==> config.mk <==
export PLATFORM = sky130hd
export DESIGN_NAME = uis_top
export DESIGN_NICKNAME = d
export VERILOG_FILES = /design/src/pkg/uis_pkg.sv /design/src/logic/uis_top.sv
export SDC_FILE = /design/constraint.sdc
export NUM_CORES = 1
export LEC_CHECK = 0
export BUFFER_PORTS_ARGS = -buffer_cell sky130_fd_sc_hd__buf_2
export CORE_UTILIZATION = 55
export DETAILED_ROUTE_END_ITERATION = 7
export GPL_TIMING_DRIVEN = 0
export HOLD_SLACK_MARGIN = 0.06
export PLACE_DENSITY_LB_ADDON = 0.12
export SLEW_MARGIN = 20
export SYNTH_ARGS = -nofsm -noshare
export SYNTH_HDL_FRONTEND = slang
export SYNTH_SLANG_ARGS = --single-unit
==> constraint.sdc <==
create_clock -name clk -period 5.7 [get_ports clk]
set_input_delay 0.285 -clock clk [delete_from_list [all_inputs] [get_ports clk]]
set_output_delay 0.285 -clock clk [all_outputs]
set_load 0.02 [all_outputs]
==> src/pkg/uis_pkg.sv <==
// Constants, register map and carrier types of the serial port slice
package uis_pkg;
	// Register indices; byte address is four times the index
	localparam logic [3:0] IDX_BAUD_HIGH    = 4'h0;
	localparam logic [3:0] IDX_BAUD_LOW     = 4'h1;
	localparam logic [3:0] IDX_CONTROL_ONE  = 4'h2;
	localparam logic [3:0] IDX_STATUS_TWO   = 4'h5;
	localparam logic [3:0] IDX_DATA_HIGH    = 4'h6;
	localparam logic [3:0] IDX_DATA_LOW     = 4'h7;
	localparam logic [3:0] IDX_PORT_CONTROL = 4'h8;
	localparam logic [3:0] IDX_IRQ_STATUS   = 4'h9;
	localparam logic [3:0] IDX_IRQ_MASK     = 4'hA;
	// status_two_control fields
	localparam int ALT_MAP_BIT     = 7;
	localparam int TX_INVERT_BIT   = 4;
	localparam int RX_INVERT_BIT   = 3;
	localparam int LONG_BREAK_BIT  = 2;
	localparam int TX_DRIVE_BIT    = 1;
	localparam int RX_ACTIVE_BIT   = 0;
	// data_high_ninth_bit fields
	localparam int RX_NINTH_BIT    = 7;
	localparam int TX_NINTH_BIT    = 6;
	// control_one field
	localparam int NINE_BIT_SEL    = 4;
	// port_control fields
	localparam int TX_EN_BIT       = 0;
	localparam int RX_EN_BIT       = 1;
	localparam int IR_EN_BIT       = 2;
	localparam int PW_LSB          = 3;
	localparam int SINGLE_WIRE_BIT = 5;
	localparam int SEND_BREAK_BIT  = 6;
	// Interrupt status bits
	localparam int EV_TX_EMPTY     = 0;
	localparam int EV_RX_FULL      = 1;
	localparam int EV_IDLE         = 2;
	localparam int EV_FRAME_ERR    = 3;
	// Reset values
	localparam logic [7:0] RST_BAUD_HIGH   = 8'h00;
	localparam logic [7:0] RST_BAUD_LOW    = 8'h04;
	localparam logic [7:0] RST_BYTE        = 8'h00;
	// Frame and timing figures
	localparam logic [3:0] FRAME_BITS_8    = 4'hA;
	localparam logic [3:0] BREAK_BITS_SHORT = 4'hA;
	localparam logic [3:0] BREAK_BITS_LONG = 4'hD;
	localparam logic [3:0] MID_SAMPLE      = 4'h8;
	localparam logic [4:0] BIT_CENTRE      = 5'h10;
	localparam logic [7:0] IDLE_TICKS_8    = 8'hA0;
	localparam logic [7:0] IDLE_TICKS_9    = 8'hB0;
	localparam logic [4:0] STRETCH_TICKS   = 5'h10;
	// Infrared pulse width select, named as fractions of a bit
	localparam logic [1:0] PW_3_16 = 2'h0;
	localparam logic [1:0] PW_1_16 = 2'h1;
	localparam logic [1:0] PW_1_32 = 2'h2;
	localparam logic [1:0] PW_1_4  = 2'h3;

	typedef struct packed {
		logic alt_map;
		logic tx_invert;
		logic rx_invert;
		logic long_break;
		logic single_wire_tx_drive;
	} uis_line_cfg_t;

	typedef struct packed {
		logic       single_wire;
		logic [1:0] pulse_width;
		logic       ir_en;
		logic       rx_en;
		logic       tx_en;
		logic       send_break;
	} uis_port_cfg_t;

	typedef enum logic [1:0] {
		TX_IDLE  = 2'b00,
		TX_FRAME = 2'b01,
		TX_BREAK = 2'b10
	} uis_tx_state_t;

	typedef enum logic [1:0] {
		RX_IDLE  = 2'b00,
		RX_FRAME = 2'b01
	} uis_rx_state_t;
endpackage : uis_pkg

==> src/logic/uis_top.sv <==
// Serial port slice: APB registers, NRZ/infrared transmit and receive paths
// Functional notes
// - Bit 7 of status two swaps baud/control one for alternate registers at 0-2.
// - Bit 4 inverts transmit line levels.
// - Bit 3 inverts how receive line levels are read.
// - Bit 2 picks break of 10/11 or 13/14 bits; framing check unchanged.
// - Bit 1 makes transmit pin an output in single-wire mode, else input.
// - Bit 0 read-only: set on zero in first sample slot, cleared on idle.
// - Data high bit 7 reads ninth received bit, bit 6 holds ninth transmit bit.
// - Ninth transmit bit stays and is reused until software rewrites it.
// - Data low reads received byte, writes transmit byte; received ninth bit is unwritable.
// - Data high bits 2:0 writable only in special mode.
// - Transmitter and receiver run independently from one baud generator.
// - Infrared sends centred narrow pulse per zero; width 1/32, 1/16, 3/16, 1/4.
// - Infrared pulse is high normally, low with line idling high when inverted.
// - Baud generator yields 16x and 32x ticks; decoder uses only 16x.
// - Infrared decoder stretches each received pulse into a zero bit.
// - Infrared path needs to cover 2.4 to 115.2 kbit/s only.
// - Nine-bit select gives 10-bit or 11-bit frames.
module uis_top (
	// Clock and reset
	input  wire logic        clk,
	input  wire logic        rstn,
	// APB slave
	input  wire logic        psel,
	input  wire logic        penable,
	input  wire logic        pwrite,
	input  wire logic [7:0]  paddr,
	input  wire logic [31:0] pwdata,
	output logic      [31:0] prdata,
	output logic             pready,
	output logic             pslverr,
	// Chip mode
	input  wire logic        special_mode,
	// Serial pins
	input  wire logic        rxd_in,
	input  wire logic        txd_in,
	output logic             txd_out,
	output logic             txd_oe_n,
	// Interrupt
	output logic             irq
);
	uis_pkg::uis_line_cfg_t line_q;
	uis_pkg::uis_port_cfg_t port_q;
	uis_pkg::uis_tx_state_t tx_state_q;
	uis_pkg::uis_rx_state_t rx_state_q;
	logic [7:0]  baud_hi_q, baud_lo_q, ctrl1_q;
	logic [7:0]  alt_q [3];
	logic [7:0]  tx_hold_q, rx_data_q, irq_st_q, irq_mask_q;
	logic        tx_ninth_q, rx_ninth_q, tdre_q, raf_q;
	logic [2:0]  test_q;
	logic [3:0]  idx;
	logic        aligned, wr, rd_setup, hit_ok;
	logic [7:0]  rd_val;
	logic        nine;
	logic [3:0]  frame_len;
	// Baud generator
	logic [15:0] sbr, half, div_cnt_q;
	logic        x32_tick, x16_tick, x16_ph_q;
	// Transmit path
	logic [10:0] tx_sh_q;
	logic [3:0]  tx_bits_q, brk_len;
	logic [4:0]  tx_ph_q, pw_len;
	logic        tx_bit, ir_pulse;
	// Receive path
	logic        rx_pin, rx_lvl, rx_bit;
	logic [4:0]  stretch_q;
	logic [3:0]  rx_cnt_q, rx_idx_q;
	logic [8:0]  rx_sh_q;
	logic [7:0]  ones_q;
	logic        idle_armed_q, rx_done, rx_stop_bit;
	logic [7:0]  ev;

	assign nine      = ctrl1_q[uis_pkg::NINE_BIT_SEL];
	assign frame_len = uis_pkg::FRAME_BITS_8 + {3'h0, nine};

	// APB decode, zero wait state
	assign idx      = paddr[5:2];
	assign aligned  = (paddr[1:0] == 2'h0) && (paddr[7:6] == 2'h0);
	assign hit_ok   = aligned && (idx <= uis_pkg::IDX_IRQ_MASK) && (idx != 4'h3) && (idx != 4'h4);
	assign wr       = psel && penable && pwrite && hit_ok;
	assign rd_setup = psel && !penable;
	assign pready   = 1'b1;
	assign pslverr  = psel && penable && !hit_ok;

	always_comb begin
		rd_val = 8'h00;
		if (idx == uis_pkg::IDX_BAUD_HIGH) begin
			rd_val = line_q.alt_map ? alt_q[0] : baud_hi_q;
		end else if (idx == uis_pkg::IDX_BAUD_LOW) begin
			rd_val = line_q.alt_map ? alt_q[1] : baud_lo_q;
		end else if (idx == uis_pkg::IDX_CONTROL_ONE) begin
			rd_val = line_q.alt_map ? alt_q[2] : ctrl1_q;
		end else if (idx == uis_pkg::IDX_STATUS_TWO) begin
			rd_val = {line_q.alt_map, 2'h0, line_q.tx_invert, line_q.rx_invert,
				line_q.long_break, line_q.single_wire_tx_drive, raf_q};
		end else if (idx == uis_pkg::IDX_DATA_HIGH) begin
			rd_val = {rx_ninth_q, tx_ninth_q, 3'h0, test_q};
		end else if (idx == uis_pkg::IDX_DATA_LOW) begin
			rd_val = rx_data_q;
		end else if (idx == uis_pkg::IDX_PORT_CONTROL) begin
			rd_val = {1'b0, port_q.send_break, port_q.single_wire, port_q.pulse_width,
				port_q.ir_en, port_q.rx_en, port_q.tx_en};
		end else if (idx == uis_pkg::IDX_IRQ_STATUS) begin
			rd_val = irq_st_q;
		end else if (idx == uis_pkg::IDX_IRQ_MASK) begin
			rd_val = irq_mask_q;
		end
	end

	// Read data captured in setup so it comes from a flop in access
	always_ff @(posedge clk or negedge rstn) begin
		if (!rstn) begin
			prdata <= 32'h0000_0000;
		end else if (rd_setup) begin
			prdata <= {24'h00_0000, hit_ok ? rd_val : 8'h00};
		end
	end

	// Configuration registers
	always_ff @(posedge clk or negedge rstn) begin
		if (!rstn) begin
			baud_hi_q <= uis_pkg::RST_BAUD_HIGH;
			baud_lo_q <= uis_pkg::RST_BAUD_LOW;
			ctrl1_q   <= uis_pkg::RST_BYTE;
			alt_q[0]  <= uis_pkg::RST_BYTE;
			alt_q[1]  <= uis_pkg::RST_BYTE;
			alt_q[2]  <= uis_pkg::RST_BYTE;
			line_q    <= '0;
			port_q    <= '0;
			irq_mask_q <= uis_pkg::RST_BYTE;
		end else if (wr) begin
			if (idx == uis_pkg::IDX_BAUD_HIGH) begin
				if (line_q.alt_map) alt_q[0] <= pwdata[7:0];
				else baud_hi_q <= pwdata[7:0];
			end else if (idx == uis_pkg::IDX_BAUD_LOW) begin
				if (line_q.alt_map) alt_q[1] <= pwdata[7:0];
				else baud_lo_q <= pwdata[7:0];
			end else if (idx == uis_pkg::IDX_CONTROL_ONE) begin
				if (line_q.alt_map) alt_q[2] <= pwdata[7:0];
				else ctrl1_q <= pwdata[7:0];
			end else if (idx == uis_pkg::IDX_STATUS_TWO) begin
				line_q <= {pwdata[uis_pkg::ALT_MAP_BIT], pwdata[uis_pkg::TX_INVERT_BIT],
					pwdata[uis_pkg::RX_INVERT_BIT], pwdata[uis_pkg::LONG_BREAK_BIT],
					pwdata[uis_pkg::TX_DRIVE_BIT]};
			end else if (idx == uis_pkg::IDX_PORT_CONTROL) begin
				// Fields listed in struct order, each taken from its bit position
				port_q <= {pwdata[uis_pkg::SINGLE_WIRE_BIT], pwdata[uis_pkg::PW_LSB +: 2],
					pwdata[uis_pkg::IR_EN_BIT], pwdata[uis_pkg::RX_EN_BIT],
					pwdata[uis_pkg::TX_EN_BIT], pwdata[uis_pkg::SEND_BREAK_BIT]};
			end else if (idx == uis_pkg::IDX_IRQ_MASK) begin
				irq_mask_q <= pwdata[7:0];
			end
		end
	end

	// Ninth transmit bit and factory test bits
	always_ff @(posedge clk or negedge rstn) begin
		if (!rstn) begin
			tx_ninth_q <= 1'b0;
			test_q     <= 3'h0;
		end else if (wr && idx == uis_pkg::IDX_DATA_HIGH) begin
			tx_ninth_q <= pwdata[uis_pkg::TX_NINTH_BIT];
			if (special_mode) test_q <= pwdata[2:0];
		end
	end

	// Baud generator: x32 at half the divisor, x16 on every other x32 tick
	assign sbr  = {baud_hi_q, baud_lo_q};
	assign half = (sbr[15:1] == 15'h0) ? 16'h0001 : {1'b0, sbr[15:1]};
	// Reaching or passing the end ticks, so a smaller divisor never stalls the count
	assign x32_tick = (sbr != 16'h0000) && (div_cnt_q >= half - 16'h0001);
	assign x16_tick = x32_tick && x16_ph_q;

	always_ff @(posedge clk or negedge rstn) begin
		if (!rstn) begin
			div_cnt_q <= 16'h0000;
			x16_ph_q  <= 1'b0;
		end else if (sbr == 16'h0000) begin
			div_cnt_q <= 16'h0000;
			x16_ph_q  <= 1'b0;
		end else if (x32_tick) begin
			div_cnt_q <= 16'h0000;
			x16_ph_q  <= !x16_ph_q;
		end else begin
			div_cnt_q <= div_cnt_q + 16'h0001;
		end
	end

	// Transmit holding register; empty after reset
	always_ff @(posedge clk or negedge rstn) begin
		if (!rstn) begin
			tx_hold_q <= uis_pkg::RST_BYTE;
			tdre_q    <= 1'b1;
		end else if (wr && idx == uis_pkg::IDX_DATA_LOW) begin
			tx_hold_q <= pwdata[7:0];
			tdre_q    <= 1'b0;
		end else if (tx_state_q == uis_pkg::TX_IDLE && port_q.tx_en && !port_q.send_break && !tdre_q) begin
			tdre_q    <= 1'b1;
		end
	end

	// Break length counts zero bits only; the receiver framing check ignores it
	assign brk_len = (line_q.long_break ? uis_pkg::BREAK_BITS_LONG : uis_pkg::BREAK_BITS_SHORT)
		+ {3'h0, nine};

	// Transmitter, paced by x32 ticks only, independent of the receiver
	always_ff @(posedge clk or negedge rstn) begin
		if (!rstn) begin
			tx_state_q <= uis_pkg::TX_IDLE;
			tx_sh_q    <= 11'h7FF;
			tx_bits_q  <= 4'h0;
			tx_ph_q    <= 5'h00;
		end else begin
			case (tx_state_q)
				uis_pkg::TX_IDLE: begin
					tx_ph_q   <= 5'h00;
					tx_bits_q <= 4'h0;
					if (port_q.tx_en && port_q.send_break) begin
						tx_sh_q    <= 11'h000;
						tx_state_q <= uis_pkg::TX_BREAK;
					end else if (port_q.tx_en && !tdre_q) begin
						tx_sh_q    <= {1'b1, nine ? tx_ninth_q : 1'b1, tx_hold_q, 1'b0};
						tx_state_q <= uis_pkg::TX_FRAME;
					end
				end
				uis_pkg::TX_FRAME, uis_pkg::TX_BREAK: begin
					if (x32_tick) begin
						tx_ph_q <= tx_ph_q + 5'h01;
						if (tx_ph_q == 5'h1F) begin
							// Break fills with zeros so long breaks stay low past 11 bits
							tx_sh_q   <= {tx_state_q == uis_pkg::TX_FRAME, tx_sh_q[10:1]};
							tx_bits_q <= tx_bits_q + 4'h1;
							if (tx_bits_q == ((tx_state_q == uis_pkg::TX_BREAK) ? brk_len : frame_len) - 4'h1) begin
								tx_state_q <= uis_pkg::TX_IDLE;
							end
						end
					end
				end
				default: tx_state_q <= uis_pkg::TX_IDLE;
			endcase
		end
	end

	assign tx_bit = (tx_state_q == uis_pkg::TX_IDLE) ? 1'b1 : tx_sh_q[0];

	// Pulse widths in x32 ticks; fine enough for the 2.4-115.2 kbit/s span only
	always_comb begin
		case (port_q.pulse_width)
			uis_pkg::PW_1_32: pw_len = 5'h01;
			uis_pkg::PW_1_16: pw_len = 5'h02;
			uis_pkg::PW_3_16: pw_len = 5'h06;
			default:          pw_len = 5'h08;
		endcase
	end

	// Pulse centred about the middle x32 slot of the bit
	assign ir_pulse = !tx_bit && (tx_ph_q >= uis_pkg::BIT_CENTRE - (pw_len >> 1))
		&& (tx_ph_q < uis_pkg::BIT_CENTRE - (pw_len >> 1) + pw_len);

	always_ff @(posedge clk or negedge rstn) begin
		if (!rstn) begin
			txd_out <= 1'b1;
		end else if (port_q.ir_en) begin
			txd_out <= ir_pulse ^ line_q.tx_invert;
		end else begin
			txd_out <= tx_bit ^ line_q.tx_invert;
		end
	end

	// Enable active low; released in single-wire mode unless driving
	assign txd_oe_n = port_q.single_wire && !line_q.single_wire_tx_drive;

	// Receive source: transmit pin in single-wire mode
	assign rx_pin = port_q.single_wire ? txd_in : rxd_in;
	assign rx_lvl = rx_pin ^ line_q.rx_invert;

	// Infrared stretch: a pulse holds a zero for one bit of x16 ticks
	always_ff @(posedge clk or negedge rstn) begin
		if (!rstn) begin
			stretch_q <= 5'h00;
		end else if (port_q.ir_en && rx_lvl) begin
			stretch_q <= uis_pkg::STRETCH_TICKS;
		end else if (x16_tick && stretch_q != 5'h00) begin
			stretch_q <= stretch_q - 5'h01;
		end
	end

	assign rx_bit = port_q.ir_en ? (stretch_q == 5'h00) : rx_lvl;

	assign rx_stop_bit = (rx_idx_q == frame_len - 4'h1);
	assign rx_done = (rx_state_q == uis_pkg::RX_FRAME) && x16_tick
		&& rx_cnt_q == uis_pkg::MID_SAMPLE && rx_stop_bit;

	// Receiver: 16 samples per bit, majority replaced by mid-bit sample
	always_ff @(posedge clk or negedge rstn) begin
		if (!rstn) begin
			rx_state_q <= uis_pkg::RX_IDLE;
			rx_cnt_q   <= 4'h0;
			rx_idx_q   <= 4'h0;
			rx_sh_q    <= 9'h000;
		end else if (!port_q.rx_en) begin
			rx_state_q <= uis_pkg::RX_IDLE;
		end else if (x16_tick) begin
			case (rx_state_q)
				uis_pkg::RX_IDLE: begin
					rx_cnt_q <= 4'h1;
					rx_idx_q <= 4'h0;
					if (!rx_bit) rx_state_q <= uis_pkg::RX_FRAME;
				end
				uis_pkg::RX_FRAME: begin
					rx_cnt_q <= rx_cnt_q + 4'h1;
					if (rx_cnt_q == uis_pkg::MID_SAMPLE) begin
						if (rx_idx_q == 4'h0 && rx_bit) begin
							rx_state_q <= uis_pkg::RX_IDLE;
						end else if (rx_stop_bit) begin
							rx_state_q <= uis_pkg::RX_IDLE;
						end else if (rx_idx_q != 4'h0) begin
							rx_sh_q <= {rx_bit, rx_sh_q[8:1]};
						end
					end
					if (rx_cnt_q == 4'hF) rx_idx_q <= rx_idx_q + 4'h1;
				end
				default: rx_state_q <= uis_pkg::RX_IDLE;
			endcase
		end
	end

	// Received data; eight-bit frames shift one place less
	always_ff @(posedge clk or negedge rstn) begin
		if (!rstn) begin
			rx_data_q  <= uis_pkg::RST_BYTE;
			rx_ninth_q <= 1'b0;
		end else if (rx_done) begin
			rx_data_q  <= nine ? rx_sh_q[7:0] : rx_sh_q[8:1];
			rx_ninth_q <= nine ? rx_sh_q[8] : 1'b0;
		end
	end

	// Active flag and idle detection on consecutive ones
	always_ff @(posedge clk or negedge rstn) begin
		if (!rstn) begin
			raf_q        <= 1'b0;
			ones_q       <= 8'h00;
			idle_armed_q <= 1'b0;
		end else if (port_q.rx_en && x16_tick) begin
			if (rx_state_q == uis_pkg::RX_IDLE && !rx_bit) begin
				raf_q        <= 1'b1;
				idle_armed_q <= 1'b1;
				ones_q       <= 8'h00;
			end else if (!rx_bit) begin
				ones_q <= 8'h00;
			end else if (ones_q == (nine ? uis_pkg::IDLE_TICKS_9 : uis_pkg::IDLE_TICKS_8) - 8'h01) begin
				ones_q       <= 8'h00;
				idle_armed_q <= 1'b0;
				raf_q        <= 1'b0;
			end else if (idle_armed_q) begin
				ones_q <= ones_q + 8'h01;
			end
		end
	end

	// Interrupt events; set wins over a same-cycle clear
	always_comb begin
		ev = 8'h00;
		ev[uis_pkg::EV_TX_EMPTY]  = tx_state_q == uis_pkg::TX_IDLE && port_q.tx_en
			&& !port_q.send_break && !tdre_q;
		ev[uis_pkg::EV_RX_FULL]   = rx_done;
		ev[uis_pkg::EV_IDLE]      = raf_q && port_q.rx_en && x16_tick && rx_bit && idle_armed_q
			&& ones_q == (nine ? uis_pkg::IDLE_TICKS_9 : uis_pkg::IDLE_TICKS_8) - 8'h01;
		ev[uis_pkg::EV_FRAME_ERR] = rx_done && !rx_bit;
	end

	always_ff @(posedge clk or negedge rstn) begin
		if (!rstn) begin
			irq_st_q <= 8'h00;
		end else begin
			irq_st_q <= (irq_st_q & ~((wr && idx == uis_pkg::IDX_IRQ_STATUS) ? pwdata[7:0] : 8'h00)) | ev;
		end
	end

	assign irq = |(irq_st_q & irq_mask_q);
endmodule : uis_top

======== Word level (Yosys, flattened, before mapping) ========
Cells that the tools add are included.
storage, ports and cells
  register bits after elaboration ......... 179
  bits of input ports ..................... 48
operators by class
  equal/unequal tests ..................... 31
  muxes and demuxes ....................... 67
  reductions and logical operators ........ 86
  add/subtract/negate cells ............... 15
  $lt $le $gt $ge ......................... 4
  bitwise gates (word level) .............. 15
operators by type and width
  operator                 number
  $mux W8                  19
  $mux W11                 4
  $logic_and A1 B1 Y1      36
  $mux W16                 2
  $pmux W4 S2              3
  $reduce_and A4 Y1        6
  $mux W2                  11
  $pmux W11 S2             1
  $eq A4 B4 Y1 const B     5
  $mux W5                  4
  $add A16 B1 Y16 const B  1
  $and A8 B8 Y8            2
  $ge A16 B16 Y1           1
  $logic_not A16 Y1        1
  $mux W4                  4
  $reduce_bool A16 Y1      1
  $sub A15 B1 Y16 const B  1
  $logic_not A15 Y1        1
  $mux W15                 1
  $reduce_and A3 Y1        5
  $reduce_and A5 Y1        3
  $reduce_and A7 Y1        2
  $reduce_bool A2 Y1       7
  $mux W1                  13
  other kinds (47)         84

======== Depth between registers and ports, before layout ========
Gate-level depths: netlist of run 1.
  depth in word-level cells ............... 11
  depth in mapped cells ................... 19
  mapped depth without buffers ............ 17

======== Least setup slack after synthesis of run 1 ========
OpenSTA, ideal clock, no wires.
  kind .................................... reg-to-reg
  start ................................... reg baud_lo_q[5]
  end ..................................... reg tx_ph_q[4]
  slack ................................... 1.260 ns
  clock period less this slack ............ 4.440 ns
  buffers on the path ..................... 1
  setup time .............................. 0.121 ns
  arrival time ............................ 4.319 ns
  cell stages (with the launch flop) ...... 18
  cell sequence ........................... dfrtp_1 buf_2 or4_1 nor3_1 and3b_1 a21oi_1 ha_1 nor3b_1 nand2_1 xor2_1 ha_1 a21o_1 a221oi_2 or4b_1 o21a_4 nand2_1 mux2_2 a22o_1
between the ends
  cells in the longest elaborated chain, start to end .. 7
RTL lines
  element                          RTL line        source
  start: declaration               uis_top.sv:47   logic [7:0] baud_hi_q, baud_lo_q, ctrl1_q;
  start signal: assignment         uis_top.sv:124  baud_lo_q <= uis_pkg::RST_BAUD_LOW;
  start signal: assignment         uis_top.sv:138  else baud_lo_q <= pwdata[7:0];
  $logic_not A15 Y1                uis_top.sv:170  assign half = (sbr[15:1] == 15'h0) ? 16'h0001 : {1'b0, sbr[15:1]};
  $mux W15                         uis_top.sv:170
  $sub A15 B1 Y16                  uis_top.sv:172  assign x32_tick = (sbr != 16'h0000) && (div_cnt_q >= half - 16'h0001);
  $ge A16 B16 Y1                   uis_top.sv:172
  $logic_and A1 B1 Y1 (*)          uis_top.sv:172
  $ne A2 B2 Y1 (no line) (*)       n/a
  $reduce_and A2 Y1 (no line) (*)  n/a
  end signal: assignment           uis_top.sv:229  tx_ph_q <= tx_ph_q + 5'h01;
  end: declaration                 uis_top.sv:63   logic [4:0] tx_ph_q, pw_len;
Mark *: on every way between the ends. The rest lies on a longest branch, timed or not.
A chain may end at the register's enable or synchronous reset.

======== Worst setup path in the final report of run 1 ========
Ends and elaborated chain as after synthesis.

==> results of run 1 <==
==> per-stage QoR <==
step	cell area, µm²	util, %	std cells	hold slack [ns]
final	11380	63.12	1313	0.1168
after global routing	11380	63.12	1313	0.1042
after CTS	11380	63.12	1313	0.09584
after detailed placement	10740	59.56	1280	0.3177
after global placement	10700	59.35	1279	0.4765
after floorplan	10260	-	1019	-0.01059
==> worst reg2reg max path, stage by stage, from the launching register on <==
cell	delay (ns)
dfrtp_1	0.36
buf_2	0.18
or4_1	0.56
nor3_1	0.38
and3b_1	0.26
a21oi_1	0.10
ha_1	0.21
nor3b_1	0.21
nand2_1	0.12
xor2_1	0.17
ha_1	0.27
a21o_1	0.20
a221oi_2	0.35
or4b_1	0.53
o21a_4	0.27
nand2_1	0.22
mux2_2	0.36
a22o_1	0.23
==> cell type report <==
type / instances / share of cell area (%)
multi-input cells: 734 / 46.21
flip-flops and latches: 178 / 39.30
clock buffers: 21 / 4.135
plain buffers: 74 / 3.541
well taps: 229 / 2.518
repair buffers: 33 / 1.782
clock inverters: 11 / 1.419
inverters: 33 / 1.089
==> power breakdown <==
| group | internal (mW) | switching [mW] |
|---|---|---|
| Combinational | 0.180 | 0.316 |
| Sequential | 1.34 | 0.0395 |
| Clock | 0.738 | 0.527 |
| Total | 2.26 | 0.883 |
==> placed cells by master, fill, tap and decap left out, types with 7 or more instances in the layout <==
master / instances
xnor2_1: 19
a21oi_1: 55
inv_1: 33
mux2_2: 85
xor2_1: 17
a21o_1: 9
or3_1: 7
ha_1: 42
dfstp_2: 14
mux2i_1: 36
clkbuf_1: 31
o21ai_0: 34
dfrtp_1: 164
a22oi_1: 10
buf_1: 9
nor2b_1: 16
nand2b_1: 17
or4_1: 9
clkbuf_16: 17
o22ai_1: 29
buf_2: 37
buf_4: 25
a211oi_1: 13
o41ai_1: 7
nor2_1: 64
nand2_1: 78
and3_1: 12
mux2_4: 9
nand3_1: 35
conb_1: 26
nor3_1: 12
==> sequential cells by signal, summed over array words and instances (netlist names), 2 cells and up <==
name        count
alt_q          24
baud_hi_q       8
baud_lo_q       8
ctrl1_q         8
div_cnt_q      16
irq_mask_q      8
irq_st_q        8
line_q          5
ones_q          8
port_q          7
prdata          8
rx_cnt_q        4
rx_data_q       8
rx_idx_q        4
rx_sh_q         9
stretch_q       5
test_q          3
tx_bits_q       4
tx_hold_q       8
tx_ph_q         5
tx_sh_q        11
tx_state_q      2
==> cells in the mapped netlist, types with 4 or more instances <==
cell type,count,area share (%)
a21oi_1,55,2.7
dfrtp_1,164,40
xnor2_1,19,1.6
buf_2,7,0.34
or4_1,9,0.66
mux2_2,85,9.4
or3_1,7,0.43
clkbuf_1,30,1.1
a22oi_1,10,0.74
a21boi_0,4,0.30
buf_4,25,1.8
or2_2,4,0.25
o41ai_1,7,0.60
nand4_1,6,0.37
a22o_1,4,0.34
o21ai_0,34,1.7
nand3_1,35,1.7
mux2i_1,36,3.5
and2_1,6,0.37
nand2_1,78,2.9
a21o_1,9,0.66
buf_1,9,0.33
ha_1,42,5.2
mux2_4,9,1.3
nor3_1,12,0.59
inv_1,33,1.2
o31ai_1,4,0.30
nor3b_1,4,0.30
and3_1,12,0.74
nor2_1,64,2.4
dfstp_2,14,3.6
o22ai_1,29,1.8
a211oi_1,13,0.96
nor2b_1,16,0.98
xor2_1,17,1.5
nand2b_1,17,1.0
==> layer usage <==
| metal | vias to the layer above | track usage (%) | share of wire (%) |
|---|---|---|---|
| met5 | - | 0 | 0 |
| met4 | 0 | 7.609 | 1.9 |
| met3 | 31 | 4.971 | 4.3 |
| met2 | 192 | 44.42 | 47 |
| met1 | 3826 | 40.51 | 47 |
| li1 | 3694 | - | - |
==> path summary, 6_finish.rpt <==
| path | to | slack [ns] | cells past startpoint | startpoint |
|---|---|---|---|---|
| max | tx_ph_q[4]$_DFFE_PN0P_ | 0.62 | 17 | baud_lo_q[5]$_DFFE_PN0P_ |
| min | baud_lo_q[4]$_DFFE_PN0P_ | 0.12 | 2 | pwdata[4] |
| max reg2reg | tx_ph_q[4]$_DFFE_PN0P_ | 0.62 | 17 | baud_lo_q[5]$_DFFE_PN0P_ |
| min reg2reg | prdata[6]$_DFFE_PN0P_ | 0.50 | 2 | prdata[6]$_DFFE_PN0P_ |
| max in group asynchronous | tx_sh_q[1]$_DFFE_PN1P_ | 4.40 | 3 | rstn |
| min in group asynchronous | div_cnt_q[15]$_DFF_PN0_ | 0.41 | 2 | rstn |
==> logic make-up (layout without fill, tap and decap cells) <==
| logic type | count (synthesis) | after routing | share of synthesized area (%) |
|---|---|---|---|
| XOR/XNOR | 36 | 36 | 3.102 |
| other | 2 | 26 | 0.07387 |
| multiplexers | 130 | 130 | 14.29 |
| adder cells (fa/ha/maj) | 42 | 42 | 5.169 |
| AND/OR/NAND/NOR | 296 | 296 | 14.90 |
| flip-flops | 178 | 178 | 43.99 |
| buffers and inverters | 107 | 172 | 5.181 |
| AO/OA/AOI/OAI | 204 | 204 | 13.29 |
==> what timing repair did <==
item	in CTS	in global routing
hold buffers	1	0
endpoints found under the hold margin	81	0
resized for setup	0	0
setup buffers	0	0
==> qor.tcl, run 1 <==
set qor(p_per_area_mw_per_mm2) 276.0
set qor(dpl.hpwl_mm) 18.34
set qor(cts_root_buf) {clkbuf_16}
set qor(slowest_delay_ns) 0.56
set qor(final_net_count) 1161
set qor(grt_antenna_before_repair) 0
set qor(number_of_cts_inserted_buffers) 17
set qor(syn_to_final_growth_pct) 11.91
set qor(fin_total_pwr_mw) 3.140
set qor(grt_first_pass_wirelength_mm) 39.94
set qor(dieHeight_um) 138.0
set qor(max_slew_margin_pct) 34.82
set qor(num_io_pins) 85
set qor(critical_path_arrival_ns) 5.40
set qor(cts_sinks) 178
set qor(num_vias) 7743
set qor(core.rowCount) 49
set qor(register_area_mm2) 0.004472
set qor(total_of_warnings_raised_by_yosys) 0
set qor(max_clock_freq_ghz) 0.1968
set qor(critical-path-top-delay-family) {simple AND/OR/NAND/NOR gates}
set qor(clock_latency_ns) 0.44
set qor(setup_tns_ns) 0
set qor(cts.reportedPaths.clkPinSlew_ns) 0.07
set qor(final_count_of_pins_violating_max_slew) 0
set qor(wirelength_mm) 25.30
set qor(cap_violations) 0
set qor(critical_path.n_buffers_inverters) 1
set qor(antennaDiodeCount) 0
set qor(initial_core_util_pct) 56.40
set qor(buffer_ports.inserted) 31
set qor(clock_tree_from_tritoncts) {yes}
set qor(critical_path.cell_chain) {buf_2 -> or4_1 -> nor3_1 -> and3b_1 -> a21oi_1 -> ha_1 -> nor3b_1 -> nand2_1 -> xor2_1 -> ha_1 -> a21o_1 -> a221oi_2 -> or4b_1 -> o21a_4 -> nand2_1 -> mux2_2 -> a22o_1}
set qor(detail-route-antenna-nets) 0
set qor(timing.final.crit_period_ns) 5.081
set qor(detail_route.drc_violations) 0
set qor(final_layout_size_suffix_gt1_share_pct) 20.66
set qor(synth_top_flop_cell) {dfrtp_1}
set qor(synth_cell_types) 75
set qor(grt_overflow_total) 0
set qor(worstSetupPathType) {reg -> reg}
set qor(endpoint_type_of_the_worst_setup_path) {flop}
set qor(timing.clock.skew_ns) 0.01508
set qor(timing.critical_path.fanout_max) 8
set qor(grt_util_all_layers_pct) 28.36
set qor(synth_enable_flop_cells) 0
set qor(maximum_number_of_pins_on_one_net_before_global_route_repair) 97
set qor(leakage_nw) 5.323
set qor(fp.dieArea_mm2) 0.01903
set qor(critical_path.startpoint_type) {flop}
set qor(post-route-period-util_pct) 89.15
set qor(synthesized_instance_count) 995
set qor(synth_sequential_area_ratio_pct) 43.99
set qor(final_hold_viol_count) 0
set qor(filler_instances) 1511
set qor(drt_iter0_markers) 532
set qor(worst_hold_path_type) {in -> reg}
set qor(critical_path.slowest_cell) {or4_1}
set qor(synthesis.area_mm2) 0.01017
set qor(ir_worst_vdd_mv) 0.2635
set qor(worst-endpoint-required_ns) 6.02
set qor(setup_violation_total_in_the_final_timing_report) 0
set qor(post_synth.cell_area_avg_um2) 10.22
set qor(clock_tree.htree_level_count) 4
set qor(drt-vias-per-instance) 5.897
set qor(globalplace.congestion) 0.9361
set qor(multi_input_combinational_cell_area_mm2) 0.005258
set qor(status) {finished clean}
set qor(grt_setup_unrepaired) {no}
set qor(core_mm2) 0.01802
set qor(cts-root-to-sink-buffers) 2
set qor(synth_async_sr_flop_share_pct) 100.0
set qor(max_slew.worst_pin.slew_ns) 0.9641
set qor(yosys_register_bits) 178
set qor(setup_ws_ns) 0.6185
set qor(chipWidth_um) 138.0
set qor(routedWlPerCell_um) 19.27
set qor(dp_slack_ns) 0.6983
set qor(tritonroute_pass_1_iters) 7
set qor(vias_in_the_first_global_route) 7180
Power figures use the tool's default switching activity.
==> run 2, diff against run 1 <==
--- a/config.mk
+++ b/config.mk
@@ -5,12 +5,13 @@
 export SDC_FILE = /design/constraint.sdc
 export NUM_CORES = 1
 export LEC_CHECK = 0
+export ABC_AREA = 1
 export BUFFER_PORTS_ARGS = -buffer_cell sky130_fd_sc_hd__buf_2
 export CORE_UTILIZATION = 55
 export DETAILED_ROUTE_END_ITERATION = 7
 export GPL_TIMING_DRIVEN = 0
 export HOLD_SLACK_MARGIN = 0.06
-export PLACE_DENSITY_LB_ADDON = 0.12
+export PLACE_DENSITY = 0.84
 export SLEW_MARGIN = 20
 export SYNTH_ARGS = -nofsm -noshare
 export SYNTH_HDL_FRONTEND = slang
==> run 2 against run 1 <==
  * Count of clock-buffer cells in the layout fell by 4
  * Flip-flop and latch count unchanged
  * Sequential power is essentially flat
  * Worst hold slack improved by 0.041 ns
  * Critical path type unchanged
  * Critical endpoint is now ones_q[7]$_DFFE_PN0P_
  * Via count increased by 19%
  * Synthesized cell count grew 35%
  * Clock power is 9% lower
  * Utilization down 0.19 points
==> qor.tcl, run 2 <==
set qor(detail_route.drc_violations) 0 ;# unchanged
set qor(grt_overflow_total) 0 ;# unchanged
set qor(detail-route-antenna-nets) 0 ;# unchanged
set qor(wirelength_mm) 25.83 ;# was 25.30 mm
set qor(largest_register_ff_count) 24 ;# unchanged
set qor(post-route-period-util_pct) 66.71 ;# was 89.15%
set qor(critical_path.slowest_cell) {dfstp_2} ;# was or4_1
set qor(setup_violation_total_in_the_final_timing_report) 0 ;# unchanged
set qor(initial_core_util_pct) 56.25 ;# was 56.40%
set qor(core.rowCount) 50 ;# was 49
set qor(power_frac_seq_pct) 44.6 ;# was 43.9%
set qor(leakage_nw) 5.955 ;# was 5.323 nW
set qor(final_count_of_pins_violating_max_slew) 0 ;# unchanged
set qor(internal_power_mw) 2.126 ;# was 2.257 mW
set qor(endpoint_type_of_the_worst_setup_path) {flop} ;# unchanged
set qor(clock_latency_ns) 0.44 ;# about the same
set qor(timing.critical_path.fanout_max) 10 ;# was 8
set qor(core_mm2) 0.01871 ;# was 0.01802 mm²
set qor(post-place-cells) 1637 ;# was 1280
set qor(timing.clock.skew_ns) 0.009806 ;# was 0.01508 ns
set qor(filler_instances) 1554 ;# was 1511
set qor(max_slew.worst_pin.slew_ns) 0.7493 ;# was 0.9641 ns
set qor(routedWlPerCell_um) 15.42 ;# was 19.27 µm
set qor(netSwitchingPower_mw) 0.9723 ;# was 0.8828 mW
set qor(synthesis.area_mm2) 0.01052 ;# was 0.01017 mm²
set qor(number_of_cts_inserted_buffers) 17 ;# unchanged
set qor(cap_violations) 0 ;# unchanged
set qor(dieHeight_um) 140.3 ;# was 138.0 µm
set qor(buffer_ports.inserted) 35 ;# was 31
set qor(tritonroute_pass_1_iters) 6 ;# was 7
set qor(swShare_pct) 31.38 ;# was 28.11%
set qor(grt_setup_unrepaired) {no} ;# unchanged
set qor(ir_worst_vdd_mv) 0.2423 ;# was 0.2635 mV
set qor(timing.final.crit_period_ns) 3.802 ;# was 5.081 ns
set qor(critical_path.cell_chain) {nor2_2 -> nand3_1 -> nor2_1 -> and2_4 -> nor2_2 -> ha_1 -> nand2_1 -> nor2_1 -> nand3_1 -> xor2_1 -> ha_1 -> nand2_1 -> inv_2 -> nand3_2 -> nor2_2 -> nand3_2 -> nand3_4 -> nand4_1 -> buf_2 -> o21bai_1 -> nand2_1} ;# was buf_2 -> or4_1 -> nor3_1 -> and3b_1 -> a21oi_1 -> ha_1 -> nor3b_1 -> nand2_1 -> xor2_1 -> ha_1 -> a21o_1 -> a221oi_2 -> or4b_1 -> o21a_4 -> nand2_1 -> mux2_2 -> a22o_1
set qor(critical_path_arrival_ns) 4.12 ;# was 5.40 ns
set qor(clock_tree.htree_level_count) 4 ;# unchanged
set qor(final_layout_size_suffix_gt1_share_pct) 13.54 ;# was 20.66%
set qor(post_synth.cell_area_avg_um2) 7.841 ;# was 10.22 µm²
set qor(grt_first_pass_wirelength_mm) 42.78 ;# was 39.94 mm
set qor(synth_cell_types) 54 ;# was 75
set qor(max_clock_freq_ghz) 0.2630 ;# was 0.1968 GHz
set qor(pwr-share-comb_pct) 18.2 ;# was 15.8%
set qor(finalInstanceArea_mm2) 0.01177 ;# was 0.01138 mm²
set qor(setup_tns_ns) 0 ;# unchanged
set qor(synth_enable_flop_cells) 0 ;# unchanged
set qor(max_slew_margin_pct) 50.05 ;# was 34.82%
set qor(final-instance-count-excl-fill) 1675 ;# was 1313
set qor(worst-endpoint-required_ns) 6.02 ;# about the same
set qor(p_per_area_mw_per_mm2) 263.2 ;# was 276.0 mW/mm²
set qor(largest_register) {alt_q} ;# unchanged
set qor(proportion_of_netlist_area_held_by_the_largest_area_contributor_pct) 39.00 ;# was 40.37%
set qor(cts_sinks) 178 ;# unchanged
set qor(num_io_pins) 85 ;# unchanged
set qor(synthesized_instance_count) 1342 ;# was 995
set qor(synthMostInstantiatedCell) {nand2_1} ;# was dfrtp_1
set qor(num_vias) 9246 ;# was 7743
set qor(drt_iter0_markers) 911 ;# was 532
set qor(critical_path.startpoint_type) {flop} ;# unchanged
set qor(synth_top_flop_cell) {dfrtp_1} ;# unchanged
set qor(fp.dieArea_mm2) 0.01969 ;# was 0.01903 mm²
set qor(total_of_warnings_raised_by_yosys) 0 ;# unchanged
set qor(drt-vias-per-instance) 5.520 ;# was 5.897
set qor(placement.cell_area_mm2) 0.01115 ;# was 0.01074 mm²
set qor(cts-root-to-sink-buffers) 2 ;# unchanged
set qor(layout_common_cells) {386 x nand2_1, 164 x dfrtp_1, 130 x inv_1} ;# was 164 x dfrtp_1, 85 x mux2_2, 78 x nand2_1
set qor(dpl.hpwl_mm) 18.60 ;# was 18.34 mm
set qor(yosys_register_bits) 178 ;# unchanged
set qor(status) {finished clean} ;# unchanged
set qor(grt_antenna_before_repair) 1 ;# was 0
set qor(synth.top_cells.by_area) {dfrtp_1 39%, nand2_1 14%, o21ai_0 5.4%, ha_1 5.0%, inv_1 4.6%} ;# was dfrtp_1 40%, mux2_2 9.4%, ha_1 5.2%, dfstp_2 3.6%, mux2i_1 3.5%
set qor(cts_root_buf) {clkbuf_16} ;# unchanged
set qor(reg_top3) {alt_q (24), div_cnt_q (16), tx_sh_q (11)} ;# unchanged
set qor(multi_input_combinational_cell_area_mm2) 0.005207 ;# was 0.005258 mm²
set qor(slowest_delay_ns) 0.56 ;# about the same
set qor(final_core_util_pct) 62.93 ;# was 63.12%
set qor(vias_in_the_first_global_route) 8831 ;# was 7180
set qor(final_net_count) 1517 ;# was 1161
set qor(cts.reportedPaths.clkPinSlew_ns) 0.07 ;# about the same
set qor(chipWidth_um) 140.3 ;# was 138.0 µm
set qor(final_common_cell) {nand2_1} ;# was dfrtp_1
set qor(clock_tree_from_tritoncts) {yes} ;# unchanged
set qor(register_area_mm2) 0.004472 ;# unchanged
set qor(synth_sequential_area_ratio_pct) 42.50 ;# was 43.99%
set qor(final_hold_viol_count) 0 ;# unchanged
set qor(worstSetupPathType) {reg -> reg} ;# unchanged
set qor(maximum_number_of_pins_on_one_net_before_global_route_repair) 100 ;# was 97
set qor(grt_util_all_layers_pct) 27.52 ;# was 28.36%
set qor(yosys.area.top_type) {dfrtp_1} ;# unchanged
set qor(syn_to_final_growth_pct) 11.87 ;# was 11.91%
set qor(globalplace.congestion) 0.9329 ;# was 0.9361
set qor(synth.top_cells.by_count) {386 x nand2_1, 164 x dfrtp_1, 130 x inv_1, 113 x o21ai_0, 84 x nor2_1} ;# was 164 x dfrtp_1, 85 x mux2_2, 78 x nand2_1, 64 x nor2_1, 55 x a21oi_1
set qor(worst_hold_path_type) {in -> reg} ;# unchanged
set qor(synth_async_sr_flop_share_pct) 100.0 ;# unchanged
set qor(fin_total_pwr_mw) 3.099 ;# was 3.140 mW
set qor(pwr-share-clk_pct) 37.2 ;# was 40.3%
==> run 2: per-layer routing <==
metal / track usage (%) / routed length, µm / vias up
li1: - / - / 4506
met4: 9.312 / 628 / 0
met5: 0 / 0 / -
met1: 35.10 / 11080 / 4354
met3: 6.256 / 1740 / 59
met2: 46.16 / 12370 / 327
==> run 2: final timing paths <==
kind / from / end / slack (ns) / cells past startpoint
max in group asynchronous: rstn / baud_lo_q[2]$_DFFE_PN1P_ / 4.36 / 4
max reg2reg: baud_lo_q[2]$_DFFE_PN1P_ / ones_q[7]$_DFFE_PN0P_ / 1.90 / 21
min in group asynchronous: rstn / alt_q[7]$_DFFE_PN0P_ / 0.29 / 2
min: pwdata[2] / baud_lo_q[2]$_DFFE_PN1P_ / 0.16 / 3
min reg2reg: tx_sh_q[8]$_DFFE_PN1P_ / tx_sh_q[8]$_DFFE_PN1P_ / 0.46 / 2
max: baud_lo_q[2]$_DFFE_PN1P_ / ones_q[7]$_DFFE_PN0P_ / 1.90 / 21
==> run 2: power groups by stage <==
stage / registers, mW / logic (mW) / clock network (mW)
finish: 1.38 / 0.563 / 1.15
global route: 1.39 / 0.636 / 1.22
CTS: 1.38 / 0.562 / 1.16
detailed placement: 1.40 / 0.552 / 0
global placement: 1.40 / 0.534 / 0
floorplan: 1.40 / 0.400 / 0
==> run 2: critical path: cells and delay by family (launching register included) <==
family	cells	cell delay, ns
xor gates and xnor gates	1	0.18
and+or+nand+nor	15	1.97
adders and majority gates	2	0.52
buffers and inverters	2	0.31
AOI/OAI and AO/OA	1	0.15
DFF	1	0.56
==> run 2: what timing repair did <==
item | in CTS | in global routing
hold endpoints to repair | 30 | 0
hold buffers | 5 | 0
resized for setup | 0 | 0
setup buffers | 0 | 0
==> run 2: area by class of cell <==
| cell class | count | area share, % |
|---|---|---|
| clock buffer | 17 | 3.614 |
| timing repair buffer | 42 | 2.466 |
| multi-input combinational | 985 | 44.24 |
| clock inverter | 15 | 1.254 |
| tap | 234 | 2.487 |
| inverter | 142 | 4.571 |
| buffer | 61 | 3.359 |
| antenna | 1 | 0.02126 |
| sequential | 178 | 37.99 |
==> run 2: cell families (layout without fill, tap and decap cells) <==
logic type | Yosys count | in the layout | synth area share (%)
adders and majority gates | 42 | 42 | 4.994
xor gates and xnor gates | 36 | 36 | 2.996
buffers and inverters | 203 | 277 | 8.870
DFF | 178 | 178 | 42.50
and+or+nand+nor | 652 | 652 | 28.20
AOI/OAI and AO/OA | 229 | 229 | 12.37
other | 2 | 27 | 0.07137
==> run 2: metrics by stage <==
step | setup slack (ns) | hold slack, ns
final | 1.898 | 0.1576
after floorplan | 2.538 | -0.01059
after global routing | 1.603 | 0.1565
after CTS | 1.881 | 0.1377
after detailed placement | 1.946 | 0.1449
after global placement | 1.553 | 0.4527
==> run 3, diff against run 2 <==
--- a/config.mk
+++ b/config.mk
@@ -5,7 +5,7 @@
 export SDC_FILE = /design/constraint.sdc
 export NUM_CORES = 1
 export LEC_CHECK = 0
-export ABC_AREA = 1
+export ABC_AREA = 0
 export BUFFER_PORTS_ARGS = -buffer_cell sky130_fd_sc_hd__buf_2
 export CORE_UTILIZATION = 55
 export DETAILED_ROUTE_END_ITERATION = 7
==> constraint.sdc (replaced) <==
create_clock -name clk -period 3.6 [get_ports clk]
set_input_delay 0.18 -clock clk [delete_from_list [all_inputs] [get_ports clk]]
set_output_delay 0.18 -clock clk [all_outputs]
set_load 0.02 [all_outputs]
==> run 3 against run 2 <==
  * Largest power group unchanged
  * Largest cell class unchanged
  * Highest routed layer unchanged
  * The run now ends with negative setup slack left
  * Worst setup slack lost 2.6 ns
  * Utilization increased by 6.4 points
  * Critical path type unchanged
  * Register-to-register slack lost 2.6 ns
==> qor.tcl, run 3 (synthesis gave the netlist of run 1 again) <==
set qor(critical_path.n_buffers_inverters) 4 ;# was 2
set qor(detail-route-antenna-nets) 0 ;# unchanged
set qor(detail_route.drc_violations) 0 ;# unchanged
set qor(core_mm2) 0.01802 ;# was 0.01871 mm²
set qor(critical_path_arrival_ns) 4.70 ;# was 4.12 ns
set qor(largest_register) {alt_q} ;# unchanged
set qor(pwr-share-clk_pct) 37.5 ;# was 37.2%
set qor(critical_path.startpoint_type) {flop} ;# unchanged
set qor(netSwitchingPower_mw) 1.567 ;# was 0.9723 mW
set qor(reg_top3) {alt_q (24), div_cnt_q (16), tx_sh_q (11)} ;# unchanged
set qor(r2r_cells) 19 ;# was 21
set qor(num_io_pins) 85 ;# unchanged
set qor(drt-vias-per-instance) 6.287 ;# was 5.520
set qor(wirelength_mm) 30.03 ;# was 25.83 mm
set qor(ir_worst_vdd_mv) 0.3838 ;# was 0.2423 mV
set qor(cts-root-to-sink-buffers) 2 ;# unchanged
set qor(timing.final.crit_period_ns) 4.335 ;# was 3.802 ns
set qor(timing.reg2reg.setup_slack_ns) -0.74 ;# was 1.90 ns
set qor(layout_common_cells) {161 x dfrtp_1, 84 x mux2_2, 73 x nand2_1} ;# was 386 x nand2_1, 164 x dfrtp_1, 130 x inv_1
set qor(rr_startpoint) {baud_hi_q[0]$_DFFE_PN0P_} ;# was baud_lo_q[2]$_DFFE_PN1P_
set qor(regToRegEndpoint) {rx_idx_q[3]$_DFFE_PN0P_} ;# was ones_q[7]$_DFFE_PN0P_
set qor(critical_path.slowest_cell) {or4_4} ;# was dfstp_2
set qor(swShare_pct) 29.94 ;# was 31.38%
set qor(clock_tree_from_tritoncts) {yes} ;# unchanged
set qor(worst_hold_path_type) {in -> async} ;# was in -> reg
set qor(leakage_nw) 5.731 ;# was 5.955 nW
set qor(final_common_cell) {dfrtp_1} ;# was nand2_1
set qor(cts.reportedPaths.clkPinSlew_ns) 0.07 ;# about the same
set qor(p_per_area_mw_per_mm2) 419.2 ;# was 263.2 mW/mm²
set qor(num_vias) 8594 ;# was 9246
set qor(endpoint_type_of_the_worst_setup_path) {flop} ;# unchanged
set qor(post-place-cells) 1281 ;# was 1637
set qor(routedWlPerCell_um) 21.97 ;# was 15.42 µm
set qor(fin_total_pwr_mw) 5.235 ;# was 3.099 mW
set qor(power_frac_seq_pct) 42.3 ;# was 44.6%
set qor(antennaDiodeCount) 0 ;# was 1
set qor(max_slew_margin_pct) 14.34 ;# was 50.05%
set qor(clock_latency_ns) 0.44 ;# about the same
set qor(number_of_cts_inserted_buffers) 17 ;# unchanged
set qor(cts_root_buf) {clkbuf_16} ;# unchanged
set qor(worst-endpoint-required_ns) 3.97 ;# was 6.02 ns
set qor(grt_antenna_before_repair) 0 ;# was 1
set qor(max_slew.worst_pin.slew_ns) 1.267 ;# was 0.7493 ns
set qor(clock_tree.htree_level_count) 4 ;# unchanged
set qor(syn_to_final_growth_pct) 22.84 ;# was 11.87%
set qor(internal_power_mw) 3.667 ;# was 2.126 mW
set qor(initial_core_util_pct) 56.40 ;# was 56.25%
set qor(grt_setup_unrepaired) {yes} ;# was no
set qor(status) {complete, but fails checks} ;# was finished clean
set qor(final_net_count) 1215 ;# was 1517
set qor(final-instance-count-excl-fill) 1367 ;# was 1675
set qor(max_clock_freq_ghz) 0.2307 ;# was 0.2630 GHz
set qor(chipWidth_um) 138.0 ;# was 140.3 µm
set qor(dieHeight_um) 138.0 ;# was 140.3 µm
set qor(dpl.hpwl_mm) 18.64 ;# was 18.60 mm
set qor(setup_ws_ns) -0.7351 ;# was 1.898 ns
set qor(cap_violations) 0 ;# unchanged
set qor(violations) {negative setup slack}
set qor(buffer_ports.inserted) 31 ;# was 35
set qor(fp.dieArea_mm2) 0.01903 ;# was 0.01969 mm²
set qor(critical-path-top-delay-family) {simple AND/OR/NAND/NOR gates} ;# unchanged
set qor(cts_sinks) 178 ;# unchanged
set qor(globalplace.congestion) 0.9405 ;# was 0.9329
set qor(grt_first_pass_wirelength_mm) 44.84 ;# was 42.78 mm
set qor(final_count_of_pins_violating_max_slew) 0 ;# unchanged
set qor(largest_register_ff_count) 24 ;# unchanged
set qor(core.rowCount) 49 ;# was 50
set qor(critical_path.cell_chain) {or4_4 -> nor3_4 -> and3b_1 -> a21oi_2 -> ha_2 -> nor3b_4 -> buf_4 -> xnor2_1 -> ha_1 -> o21a_1 -> o211ai_1 -> a31oi_2 -> o21a_4 -> o2111ai_4 -> buf_6 -> buf_12 -> buf_16 -> or4_1 -> nand3_1} ;# was nor2_2 -> nand3_1 -> nor2_1 -> and2_4 -> nor2_2 -> ha_1 -> nand2_1 -> nor2_1 -> nand3_1 -> xor2_1 -> ha_1 -> nand2_1 -> inv_2 -> nand3_2 -> nor2_2 -> nand3_2 -> nand3_4 -> nand4_1 -> buf_2 -> o21bai_1 -> nand2_1
set qor(grt_util_all_layers_pct) 31.79 ;# was 27.52%
set qor(slowest_delay_ns) 0.57 ;# was 0.56 ns
set qor(grt_overflow_total) 0 ;# unchanged
set qor(post-route-period-util_pct) 120.4 ;# was 66.71%
set qor(final_hold_viol_count) 0 ;# unchanged
set qor(filler_instances) 1240 ;# was 1554
set qor(setup_violation_total_in_the_final_timing_report) 83 ;# was 0
set qor(timing.clock.skew_ns) 0.01108 ;# was 0.009806 ns
set qor(timing.critical_path.fanout_max) 4 ;# was 10
set qor(drt_iter0_markers) 695 ;# was 911
set qor(tritonroute_pass_1_iters) 5 ;# was 6
set qor(final_layout_size_suffix_gt1_share_pct) 30.76 ;# was 13.54%
set qor(pwr-share-comb_pct) 20.3 ;# was 18.2%
set qor(vias_in_the_first_global_route) 8211 ;# was 8831
set qor(maximum_number_of_pins_on_one_net_before_global_route_repair) 99 ;# was 100
set qor(worstSetupPathType) {reg -> reg} ;# unchanged
run 3: cell types whose count changed in the layout (fill, tap and decap cells not counted), sizes merged, moves of 21 or more:
cell | previous run | this run
nand3 | 93 | 37
nand2 | 401 | 78
mux2 | 0 | 94
o21ai | 139 | 36
o22ai | 2 | 29
mux2i | 0 | 36
nor2 | 100 | 67
o21bai | 28 | 2
inv | 148 | 39
buf | 85 | 120
a21oi | 30 | 56
nand4 | 29 | 8
run 3: repair_timing:
item                                   CTS  global route
endpoints found under the hold margin   94             0
gates resized for setup                 77            44
pin swaps                               43            18
gates cloned                             7             0
setup endpoints to repair               83            83
buffers inserted                        38            10
hold buffers                             7             0
run 3: layout make-up:
type                       instances  area, µm²  area share (%)
inverter                          33      123.9          0.9919
buffer                            71      452.9           3.627
timing repair buffer              87      749.5           6.001
sequential                       178       4476           35.84
tap                              229      286.5           2.294
clock inverter                    13      170.2           1.363
multi-input combinational        737       5787           46.34
clock buffer                      19      442.9           3.547
run 3: worst max path at each step:
| stage | endpoint | slack (ns) | cells past startpoint | from |
|---|---|---|---|---|
| 2_1_floorplan | tx_bits_q[0]$_DFFE_PN0P_ | -0.60 | 16 | baud_lo_q[6]$_DFFE_PN0P_ |
| 3_3_place_gp | tx_ph_q[4]$_DFFE_PN0P_ | -0.94 | 16 | baud_lo_q[6]$_DFFE_PN0P_ |
| 3_5_place_dp | tx_ph_q[4]$_DFFE_PN0P_ | -1.04 | 16 | baud_lo_q[6]$_DFFE_PN0P_ |
| 4_1_cts | tx_bits_q[0]$_DFFE_PN0P_ | -0.66 | 16 | baud_hi_q[0]$_DFFE_PN0P_ |
| 5_1_grt | tx_sh_q[6]$_DFFE_PN1P_ | -0.86 | 17 | baud_hi_q[0]$_DFFE_PN0P_ |
| 6_report | rx_idx_q[3]$_DFFE_PN0P_ | -0.74 | 19 | baud_hi_q[0]$_DFFE_PN0P_ |
run 3: stage by stage:
stage / utilization [%] / hold WS [ns] / area (µm²) / setup TNS (ns) / setup WS [ns]
after floorplan: - / -0.1156 / 10380 / -24.38 / -0.6021
after global placement: 60.05 / 0.4557 / 10820 / -119.43 / -0.9437
after detailed placement: 60.41 / -0.03400 / 10890 / -58.95 / -1.043
after CTS: 68.09 / 0.09539 / 12270 / -41.09 / -0.6591
after global routing: 69.28 / 0.1048 / 12490 / -57.71 / -0.8552
final: 69.28 / 0.1053 / 12490 / -47.62 / -0.7351
run 3: routing by layer:
| metal | wire length [µm] | share of wire (%) | track usage, % | up-vias |
|---|---|---|---|---|
| li1 | - | - | - | 3808 |
| met1 | 12080 | 40 | 41.76 | 4274 |
| met2 | 14820 | 49 | 51.56 | 423 |
| met3 | 2081 | 6.9 | 5.738 | 89 |
| met4 | 1043 | 3.5 | 13.59 | 0 |
| met5 | 0 | 0 | 0 | - |
run 3: power by group through the flow:
stage	Combinational [mW]	Sequential (mW)	Clock, mW
2_1_floorplan	0.567	2.21	0
3_3_place_gp	0.769	2.22	0
3_5_place_dp	0.801	2.22	0
4_1_cts	0.933	2.19	1.97
5_1_grt	1.14	2.22	2.05
6_report	1.06	2.21	1.96
